## src/common/wdog_pkg.sv

```systemverilog
// Package: register map, field layout, reset values and types of the watchdog
package wdog_pkg;
    // Register byte offsets
    localparam logic [7:0] CTRL_OFFSET = 8'h00;
    localparam logic [7:0] RANGE_OFFSET = 8'h04;
    localparam logic [7:0] COUNT_OFFSET = 8'h08;
    localparam logic [7:0] RESTART_OFFSET = 8'h0c;
    localparam logic [7:0] STATUS_OFFSET = 8'h10;
    localparam logic [7:0] INTCLR_OFFSET = 8'h14;
    // Control field positions
    localparam int CTRL_ENABLE_BIT = 0;
    localparam int CTRL_MODE_BIT = 1;
    localparam int CTRL_PULSE_LSB = 2;
    localparam int CTRL_SPARE_BIT = 5;
    // Timeout range field positions
    localparam int RANGE_REG_LSB = 0;
    localparam int RANGE_INIT_LSB = 4;
    // Spare bit reset value and restart code
    localparam logic CTRL_SPARE_RESET = 1'b0;
    localparam logic [7:0] RESTART_CODE = 8'h76;
    // Fixed period base exponent: code i gives 2^(FIXED_BASE_EXP+i) clocks
    localparam int FIXED_BASE_EXP = 16;
    // Extra cycles in separate timer clock mode: sync plus clock availability
    localparam int SYNC_DELAY_CYCLES = 2;
    localparam int CLOCK_AVAIL_CYCLES = 2;

    // Bus request from the APB host
    typedef struct packed {
        logic sel;
        logic enable;
        logic write;
        logic [7:0] addr;
        logic [31:0] wdata;
    } apb_req_s;

    // Timer event outputs
    typedef struct packed {
        logic irq;
        logic sys_rst;
    } wdog_out_s;
endpackage

```

## src/logic/pulse_stretch.sv

```systemverilog
// Module: stretches a one-cycle trigger into a reset pulse of coded length
`timescale 1ns/100ps
module pulse_stretch
    import wdog_pkg::*;
#(
    parameter int EXTRA_CYCLES = 0
)
(
    input wire logic CLOCK_I,
    input wire logic RESET_I,
    input wire logic trigger_i,
    input wire logic [2:0] length_code_i,
    output logic active_o
);
    logic [8:0] count_ff;
    logic [8:0] nxt_count;
    logic [8:0] length;

    // Code to cycle count; codes 1/2 and 6/7 intentionally alias
    always_comb
    begin
        unique case (length_code_i)
            3'h0: length = 9'h002;
            3'h1: length = 9'h004;
            3'h2: length = 9'h004;
            3'h3: length = 9'h010;
            3'h4: length = 9'h020;
            3'h5: length = 9'h040;
            3'h6: length = 9'h080;
            3'h7: length = 9'h080;
        endcase
        nxt_count = count_ff;
        if (trigger_i)
            nxt_count = length + 9'(EXTRA_CYCLES);
        else if (count_ff != 9'h000)
            nxt_count = count_ff - 9'h001;
    end

    // Counter register; output is high while cycles remain
    always_ff @(posedge CLOCK_I)
    begin
        if (RESET_I)
            count_ff <= 9'h000;
        else
            count_ff <= nxt_count;
    end

    assign active_o = (count_ff != 9'h000);
endmodule

```

## src/logic/wdog_timer.sv

```systemverilog
// Module: watchdog control, timeout range and current count over APB
`timescale 1ns/100ps
// Operation
// - Control bits 31:6 read zero, ignore writes
// - Control bit 5 plain spare storage bit
// - Pulse field sets reset length in cycles
// - Hardcoded pulse length makes field read-only
// - Separate clock mode adds sync delay
// - Mode bit: reset, or interrupt then reset
// - Hardcoded mode makes mode bit read-only
// - Enable writable only when not always-enabled
// - Disabled: counter holds, no interrupt, reset
// - Enable, once set, cleared only by reset
// - Initial period used at first restart
// - Initial field locked if hardcoded or always-on
// - Later restarts use the regular period
// - Oversized fixed periods saturate to counter maximum
// - Fixed period code i is 2^(16+i)
// - Initial field exists only with dual periods
// - Regular period applies at next restart
// - Hardcoded period makes field read-only
// - Count register read coherently, live value
// - Count register read-only, zero above width
// - Restart code reloads counter when enabled, clears interrupt
module wdog_timer
    import wdog_pkg::*;
#(
    parameter int CNT_WIDTH = 32,
    parameter bit ALWAYS_ENABLED = 1'b0,
    parameter bit PULSE_LENGTH_HARDCODED = 1'b0,
    parameter bit RESPONSE_MODE_HARDCODED = 1'b0,
    parameter bit PERIOD_HARDCODED = 1'b0,
    parameter bit DUAL_PERIOD = 1'b1,
    parameter bit USE_FIXED_PERIOD = 1'b1,
    parameter bit SEPARATE_TIMER_CLOCK = 1'b0,
    parameter logic [2:0] DEFAULT_PULSE_LENGTH = 3'h0,
    parameter logic DEFAULT_RESPONSE_MODE = 1'b0,
    parameter logic [3:0] DEFAULT_PERIOD = 4'h0,
    parameter logic [3:0] DEFAULT_INITIAL_PERIOD = 4'h0,
    parameter logic [31:0] COUNTER_RESET_VALUE = 32'hffffffff,
    parameter logic [511:0] USER_PERIODS = {16{32'h0000ffff}},
    parameter logic [511:0] USER_INIT_PERIODS = {16{32'h0000ffff}}
)
(
    input wire logic CLOCK_I,
    input wire logic RESET_I,
    input wire wdog_pkg::apb_req_s APB_REQ_I,
    input wire logic TIMER_TICK_I,
    output logic [31:0] APB_RDATA_O,
    output logic APB_READY_O,
    output logic APB_SLVERR_O,
    output wdog_pkg::wdog_out_s WDOG_O
);
    import wdog_pkg::*;

    // Control and range fields
    logic enable_ff, nxt_enable;
    logic mode_ff, nxt_mode;
    logic spare_ff, nxt_spare;
    logic [2:0] pulse_ff, nxt_pulse;
    logic [3:0] period_ff, nxt_period;
    logic [3:0] init_ff, nxt_init;

    // Counter state and restart history
    logic kicked_ff, nxt_kicked;
    logic irq_ff, nxt_irq;
    logic [CNT_WIDTH-1:0] count_ff, nxt_count;

    // Bus answer registers
    logic [31:0] rdata_ff, nxt_rdata;
    logic ready_ff, nxt_ready;

    // Timer clock synchroniser: unstable, stable and previous copies
    logic tick_meta_ff, tick_sync_ff, tick_prev_ff;

    // Decoded strobes and timer events
    logic wr, rd, restart, intclr, tick, timeout, trig, rst_active;
    logic [CNT_WIDTH-1:0] reload;
    logic [3:0] sel_code;
    logic rst_ff;
    logic [31:0] count_word;

    // Period lookup: fixed power of two saturated to counter maximum, or user value
    // Limitation: user periods wider than the counter are cut, not refused
    function automatic logic [CNT_WIDTH-1:0] period_of(
        input logic [3:0] code, input logic initial_sel);
        logic [32:0] full;
        full = 33'h000000000;
        if (USE_FIXED_PERIOD)
        begin
            full = 33'h000000001 << (FIXED_BASE_EXP + int'(code));
            if (FIXED_BASE_EXP + int'(code) >= CNT_WIDTH)
                full = {33{1'b1}};
        end
        else if (initial_sel)
            full = {1'b0, USER_INIT_PERIODS[int'(code)*32 +: 32]};
        else
            full = {1'b0, USER_PERIODS[int'(code)*32 +: 32]};
        return full[CNT_WIDTH-1:0];
    endfunction

    // Access phase decode; ready_ff masks the cycle of the answer, so a
    // host still holding its access then is not taken a second time
    assign wr = APB_REQ_I.sel & APB_REQ_I.enable & APB_REQ_I.write & ~ready_ff;
    assign rd = APB_REQ_I.sel & APB_REQ_I.enable & ~APB_REQ_I.write
        & ~ready_ff;
    assign restart = wr && APB_REQ_I.addr == RESTART_OFFSET
        && APB_REQ_I.wdata[7:0] == RESTART_CODE;
    assign intclr = rd && APB_REQ_I.addr == INTCLR_OFFSET;
    // Tick edge from the timer clock; only synchronised copies are read
    assign tick = SEPARATE_TIMER_CLOCK ? (tick_sync_ff & ~tick_prev_ff)
        : 1'b1;
    // Timeout is judged on the tick, so a slow timer clock sets the pace
    assign timeout = enable_ff & tick
        & (count_ff == '0);
    // First restart uses the initial code, later ones the regular code
    assign sel_code = (DUAL_PERIOD && !kicked_ff) ? init_ff
        : period_ff;
    assign reload = period_of(sel_code, DUAL_PERIOD && !kicked_ff);
    // Reset on timeout in reset mode, or second timeout in interrupt mode
    assign trig = timeout & (~mode_ff | irq_ff);
    // Live count, zero-extended; one word read so it is always coherent
    assign count_word = 32'(count_ff);

    // Control and range register next values
    always_comb
    begin
        nxt_enable = enable_ff;
        nxt_mode = mode_ff;
        nxt_spare = spare_ff;
        nxt_pulse = pulse_ff;
        nxt_period = period_ff;
        nxt_init = init_ff;
        if (wr && APB_REQ_I.addr == CTRL_OFFSET)
        begin
            // Bits 31:6 are never stored, so they always read zero
            nxt_spare = APB_REQ_I.wdata[CTRL_SPARE_BIT];
            if (!PULSE_LENGTH_HARDCODED)
                nxt_pulse = APB_REQ_I.wdata[CTRL_PULSE_LSB +: 3];
            if (!RESPONSE_MODE_HARDCODED)
                nxt_mode = APB_REQ_I.wdata[CTRL_MODE_BIT];
            // Sticky set: a zero write never clears it
            if (!ALWAYS_ENABLED && APB_REQ_I.wdata[CTRL_ENABLE_BIT])
                nxt_enable = 1'b1;
        end
        if (wr && APB_REQ_I.addr == RANGE_OFFSET && !PERIOD_HARDCODED)
        begin
            nxt_period = APB_REQ_I.wdata[RANGE_REG_LSB +: 4];
            if (DUAL_PERIOD && !ALWAYS_ENABLED)
                nxt_init = APB_REQ_I.wdata[RANGE_INIT_LSB +: 4];
        end
    end

    // Counter, restart tracking and interrupt next values
    always_comb
    begin
        nxt_count = count_ff;
        nxt_kicked = kicked_ff;
        nxt_irq = irq_ff;
        // A restart while disabled only clears the interrupt; count holds
        if (enable_ff)
        begin
            if (restart)
            begin
                nxt_count = reload;
                nxt_kicked = 1'b1;
            end
            else if (timeout)
                nxt_count = reload;
            else if (tick)
                nxt_count = count_ff - 1'b1;
        end
        // Clears first, so a timeout in the same cycle still sets the flag
        if (restart || intclr)
            nxt_irq = 1'b0;
        if (timeout && mode_ff && !irq_ff)
            nxt_irq = 1'b1;
        if (trig)
            nxt_irq = 1'b0;
    end

    // Read data and ready; one wait state, no error answers
    always_comb
    begin
        nxt_ready = rd | wr;
        nxt_rdata = 32'h00000000;
        if (rd)
        begin
            unique case (APB_REQ_I.addr)
                CTRL_OFFSET: nxt_rdata = {26'h0000000, spare_ff, pulse_ff,
                    mode_ff, enable_ff};
                RANGE_OFFSET: nxt_rdata = {24'h000000,
                    DUAL_PERIOD ? init_ff : 4'h0, period_ff};
                COUNT_OFFSET: nxt_rdata = count_word;
                STATUS_OFFSET: nxt_rdata = {31'h00000000, irq_ff};
                default: nxt_rdata = 32'h00000000;
            endcase
        end
    end

    // State registers
    always_ff @(posedge CLOCK_I)
    begin
        if (RESET_I)
        begin
            enable_ff <= ALWAYS_ENABLED;
            mode_ff <= DEFAULT_RESPONSE_MODE;
            spare_ff <= CTRL_SPARE_RESET;
            pulse_ff <= DEFAULT_PULSE_LENGTH;
            period_ff <= DEFAULT_PERIOD;
            init_ff <= DUAL_PERIOD ? DEFAULT_INITIAL_PERIOD : 4'h0;
            kicked_ff <= 1'b0;
            irq_ff <= 1'b0;
            count_ff <= COUNTER_RESET_VALUE[CNT_WIDTH-1:0];
            rdata_ff <= 32'h00000000;
            ready_ff <= 1'b0;
            tick_meta_ff <= 1'b0;
            tick_sync_ff <= 1'b0;
            tick_prev_ff <= 1'b0;
            rst_ff <= 1'b0;
        end
        else
        begin
            enable_ff <= nxt_enable;
            mode_ff <= nxt_mode;
            spare_ff <= nxt_spare;
            pulse_ff <= nxt_pulse;
            period_ff <= nxt_period;
            init_ff <= nxt_init;
            kicked_ff <= nxt_kicked;
            irq_ff <= nxt_irq;
            count_ff <= nxt_count;
            rdata_ff <= nxt_rdata;
            ready_ff <= nxt_ready;
            tick_meta_ff <= TIMER_TICK_I;
            tick_sync_ff <= tick_meta_ff;
            tick_prev_ff <= tick_sync_ff;
            rst_ff <= rst_active;
        end
    end

    // Reset pulse generator; extra cycles only in separate clock mode
    // Limitation: the length code is taken only when a pulse starts
    pulse_stretch #(
        .EXTRA_CYCLES(SEPARATE_TIMER_CLOCK
            ? SYNC_DELAY_CYCLES + CLOCK_AVAIL_CYCLES : 0)
    ) u_pulse (
        .CLOCK_I(CLOCK_I),
        .RESET_I(RESET_I),
        .trigger_i(trig),
        .length_code_i(pulse_ff),
        .active_o(rst_active)
    );

    // Outputs straight from registers; no error answer is ever given
    assign APB_RDATA_O = rdata_ff;
    assign APB_READY_O = ready_ff;
    assign APB_SLVERR_O = 1'b0;
    assign WDOG_O.irq = irq_ff;
    assign WDOG_O.sys_rst = rst_ff;
endmodule

```

## config.mk

```make
export PLATFORM = sky130hd
export DESIGN_NAME = wdog_timer
export DESIGN_NICKNAME = d
export VERILOG_FILES = /design/src/common/wdog_pkg.sv /design/src/logic/pulse_stretch.sv /design/src/logic/wdog_timer.sv
export SDC_FILE = /design/constraint.sdc
export NUM_CORES = 1
export LEC_CHECK = 0
export BUFFER_PORTS_ARGS = -buffer_cell sky130_fd_sc_hd__buf_2
export CORE_MARGIN = 1.5
export CORE_UTILIZATION = 55
export CTS_CLUSTER_SIZE = 30
export DETAILED_ROUTE_END_ITERATION = 12
export PLACE_DENSITY_LB_ADDON = 0.15
export SYNTH_ARGS = -nofsm -noshare
export SYNTH_HDL_FRONTEND = slang
export SYNTH_SLANG_ARGS = --single-unit
```

## constraint.sdc

```tcl
create_clock -name CLOCK_I -period 9 [get_ports CLOCK_I]
set_clock_uncertainty 0.15 [all_clocks]
set_input_delay 1.8 -clock CLOCK_I [delete_from_list [all_inputs] [get_ports CLOCK_I]]
set_output_delay 1.8 -clock CLOCK_I [all_outputs]
set_load 0.01 [all_outputs]
```

== Word-level counts from Yosys, hierarchy flattened ==
Memory sizes are Yosys's and may differ from the RTL's. A register that Yosys moved wholly into a read port is not among the register bits.
Cells that the tools add are included.
W data, S select, Z words.
Cells by class
  bitwise operators: 13
  magnitude comparators: 1
  equality and inequality tests: 6
  add/subtract/negate cells: 3
  shift-type cells: 1
  reductions and logical operators: 18
  multiplexer cells: 11
Operator list (number)
  $pmux W32 S4: 1
  $mux W32: 3
  $logic_not A32 Y1: 1
  $shl A1 B32 Y32 const A: 1
  $sub A32 B1 Y32 const B: 1
  $mux W9: 2
  $eq A8 B4 Y1 const B: 2
  $eq A8 B5 Y1 const B: 2
  $reduce_bool A9 Y1: 1
  $sub A9 B1 Y9 const B: 1
  $eq A8 B3 Y1 const B: 1
  $eq A8 B7 Y1 const B: 1
  $logic_not A8 Y1: 1
  $and A1 B1 Y1: 7
  $logic_and A1 B1 Y1: 7
  $add A5 B4 Y6 const A: 1
  $ge A6 B6 Y1 const B: 1
  $mux W3: 2
  $mux W4: 1
  $not A1 Y1: 4
  $reduce_and A2 Y1: 2
  $reduce_bool A2 Y1: 2
  $reduce_or A2 Y1: 2
  $mux W1: 2
  other kinds (3): 4
Storage, ports and cells
  flip-flop bits (word level): 91
  logic and storage cells: 67
  memory bits (read-only): 48
  output and inout port bits: 36
  memories: 1
  bits of input ports: 46
Memory list
  (no name shown): words 8, bits a word 6, read ports 1, clocked after Yosys merged registers in 1, write ports 0, line pulse_stretch.sv:22  | unique case (length_code_i)

== Logic depth before layout (Yosys ltp) ==
  depth in word-level cells: 8
  mapped depth: 9

== Cells and area by module ==
Synthesis repeated with hierarchy kept, for this count alone.
Unflattened totals
  cell total of the unflattened synthesis: 513
  area, all modules: 4339.2 µm²
Modules (own cells, without submodules)
  wdog_timer: instances 1, seq. area each 1641.6 µm², area an instance 3738.6 µm², cells each 440
  pulse_stretch: instances 1, seq. area each 180.2 µm², area an instance 600.6 µm², cells each 73

== Worst setup path before layout ==
OpenSTA, ideal clock, no wires.
  kind: input port to flip-flop
  from: in APB_REQ_I[33] in the netlist's numbering
  to: reg count_ff[31]
  slack: 4.790 ns
  cell stages on the path: 7
  data arrival time: 3.940 ns
  buffers on the path: 1
  path through: or4_1 > or3b_1 > nor4_1 > clkbuf_1 > nor2_1 > a31o_2 > a211o_1
Between the ends
  word-level cells in the longest chain between the ends: 4
RTL lines
  start, declared: line wdog_timer.sv:47  | input wire wdog_pkg::apb_req_s APB_REQ_I,
  $eq A8 B4 Y1: line wdog_timer.sv:107  | assign restart = wr && APB_REQ_I.addr == RESTART_OFFSET
  $logic_and A1 B1 Y1: line wdog_timer.sv:107
  $logic_and A1 B1 Y1: line wdog_timer.sv:108  | && APB_REQ_I.wdata[7:0] == RESTART_CODE;
  $mux W32: line wdog_timer.sv:163  | if (restart)
  end signal, assigned: line wdog_timer.sv:214  | count_ff <= COUNTER_RESET_VALUE[CNT_WIDTH-1:0];
  end signal, assigned: line wdog_timer.sv:232  | count_ff <= nxt_count;
  end, declared: line wdog_timer.sv:67  | logic [CNT_WIDTH-1:0] count_ff, nxt_count;
Every way passes these cells.
A chain may end at the register's enable or synchronous reset.

== Worst setup path after layout ==
  from: in APB_REQ_I[33] in the netlist's numbering
  to: reg count_ff[18]
The elaborated chain is that of the path after synthesis.

==> flow_summary.toml <==
[route]
wire_per_inst_um = 15.47
ant_nets = 0
wirelength_mm = 10.47
drt_first_iter_violations = 314
via_per_inst = 5.913
dr.pass1.iters = 5
drc = 0
via_count = 4003

[worst_setup_path]
required_ns = 9.14
start_kind = "primary input"
crit_chain = "buf_2 -> or4_1 -> or3b_1 -> nor4_2 -> buf_4 -> or2_1 -> nand3_1 -> o2111ai_1"
path_buf_inv = 2
criticalPathCategory = "primary input to flip-flop"
crit_arrival_ns = 4.68
cpLargestDelayFamily = "simple AND/OR/NAND/NOR gates"
cpMaxStageDelayCell = "or4_1"
critPathCaptureType = "flip-flop"
max_stage_delay_ns = 0.58
worst-path-max-fanout = 20

[finish]
final_common_cell = "dfxtp_1"
n_antenna_cell = 0
instances_no_fill = 677
final_cell_mix = "dfxtp_1 (97), nor2_1 (65), buf_2 (55)"
nFillCells = 669
fin_area_um2 = 5011
areaGrowthSynthToFinish_pct = 11.47
fin_nets = 618
drive_gt1_share_pct = 15.65

[run_status]
status = "complete, no violations"

[floorplan]
num_rows = 32
die_x_um = 93.41
dieHeight_um = 93.41
start_util_pct = 57.58
fp.coreArea_um2 = 7807
num_io_pins = 82
die_area_um2 = 8725

[timing]
finalSetupTns_ns = 0
drv_slew = 0
grt_setup_unrepaired = "false"
tightest_slew_ns = 1.007
layout_setup_ws_ns = 4.453
setup_viol = 0
finalCriticalPeriod_ns = 4.547
finalCritPeriodShare_pct = 50.52
hold_viol_final = 0
max_slew_margin_pct = 32.74
fmax_mhz = 219.9
hold_ws_ns = 0.3078

[job]
max_cap_violations = 0

[global_routing]
grt_pass1_vias = 3596
use_met1_pct = 35.72
globalRouteMet3Util_pct = 4.797
overflow = 0
grt_pass1_wl_mm = 17.46
antenna_found_initial = 0
grt_max_degree = 54
grt-busiest-layer = "met2"
globalRouteTotalUtil_pct = 25.61
grt_util_met2_pct = 38.83

[clock_tree]
htreeDepth = 3
clock_path_buffers = 2
cts_setup_buffers = 0
clk_latency_ns = 0.37
cts_hold_buf = 0
cts_buffers = 9
cts_resized = 0
clk_pin_slew_ns = 0.10
cts-root-buf = "clkbuf_8"
tritoncts = "done"
cts_sinks = 97

[synth]
ys.flop_type = "dfxtp_1"
async_flop_share_pct = 0
syn-num-nets = 577
syn_area_um2 = 4496
synth_seq_cells = 97
yosysTopAreaCell = "dfxtp_1"
syn_area_per_cell_um2 = 8.498
synth_area_leaders = "dfxtp_1 (43%), nor2_1 (5.4%), mux2i_1 (4.2%)"
synth_top_area_share_pct = 43.20
yosysSeqAreaShare_pct = 43.20
ys_warn_count = 0
synthDistinctLibCells = 67
synth_edf_count = 0
syn-instance-count = 529

[placed_design]
preCtsSetupSlack_ns = 4.127
dpl.cell_count = 661
place.gp.congestion = 0.9266
place_hpwl_mm = 7.300
placed_area_um2 = 4798
portBuffers = 55

[pwr]
powerDensity_nw_per_um2 = 174.4
ir_drop_uv = 95.22
p_leak_nw = 2.012

[worst_hold_path]
hold_path.class = "flip-flop to flip-flop"
## cells by family (layout without fill, tap and decap cells)
group | count (synthesis) | in the layout | share of synthesized area [%]
other | 1 | 1 | 0.08342
muxes | 26 | 26 | 5.984
and+or+nand+nor | 250 | 250 | 28.72
DFF | 97 | 97 | 43.20
xor gates and xnor gates | 19 | 19 | 3.702
buffers and inverters | 44 | 90 | 4.203
adders and majority gates | 3 | 3 | 0.7792
AOI/OAI and AO/OA | 89 | 89 | 13.33
## layer usage
metal  share of wire [%]  vias to the layer above
met5                   0                        -
met4                 1.9                        0
met2                  45                      172
li1                    -                     1964
met1                  45                     1849
met3                 7.8                       18
## power by group
part	switching, W	internal, W
clock network	0.000158	0.000140
registers	0.0000101	0.000443
logic	0.0000699	0.0000527
total	0.000238	0.000636
## state kept, by name, indices dropped and copies added, names as in the netlist
register	count
mode_ff	1
period_ff	4
enable_ff	1
rst_ff	1
pulse_ff	3
u_pulse.count_ff	9
u_pulse.length	6
irq_ff	1
APB_RDATA_O	32
APB_READY_O	1
spare_ff	1
init_ff	4
count_ff	32
kicked_ff	1
## per-stage QoR
stage	utilization [%]	total power (W)
after detailed placement	61.46	0.0005843
after floorplan	-	0.0005578
after global placement	61.46	0.0005798
after global routing	64.18	0.0009174
final	64.18	0.0008739
after CTS	64.18	0.0008799
## Yosys cell counts (all sizes together) (4+ instances only)
cell type,count
nand3,17
or4,4
and2,24
nand2,47
mux2,7
nor4,15
nand3b,5
a22oi,7
a21o,4
dfxtp,97
nor3,35
inv,16
a21oi,22
nor2b,5
xnor2,12
xor2,7
nand4,7
nor2,65
mux2i,19
o31ai,4
or3,7
nand2b,4
buf,7
o211ai,7
o21ai,18
clkbuf,21
## path summary, 6_finish.rpt
path / from / endpoint / slack, ns / cells after the start
hold / removal: u_pulse.length[1] / u_pulse.count_ff[1] / 0.31 / 2
hold reg to reg: u_pulse.length[1] / u_pulse.count_ff[1] / 0.31 / 2
setup / recovery: APB_REQ_I[33] / count_ff[18] / 4.45 / 8
setup reg to reg: enable_ff / count_ff[18] / 4.80 / 6
## worst min-delay path, delay by kind of cell (launching register included)
kind            cells  cell delay (ns)
simple gates        1             0.05
compound gates      1             0.06
flops               1             0.31
## cell type report
| class | instances | area, um^2 | share of cell area [%] |
|---|---|---|---|
| Clock inverter | 6 | 75.07 | 1.498 |
| Timing Repair Buffer | 58 | 297.8 | 5.943 |
| Inverter | 16 | 60.06 | 1.199 |
| Multi-Input combinational cell | 388 | 2371 | 47.32 |
| Tap cell | 102 | 127.6 | 2.547 |
| Sequential cell | 97 | 1942 | 38.75 |
| Clock buffer | 10 | 137.6 | 2.747 |
Note: power is estimated with default switching activity, not from simulation.
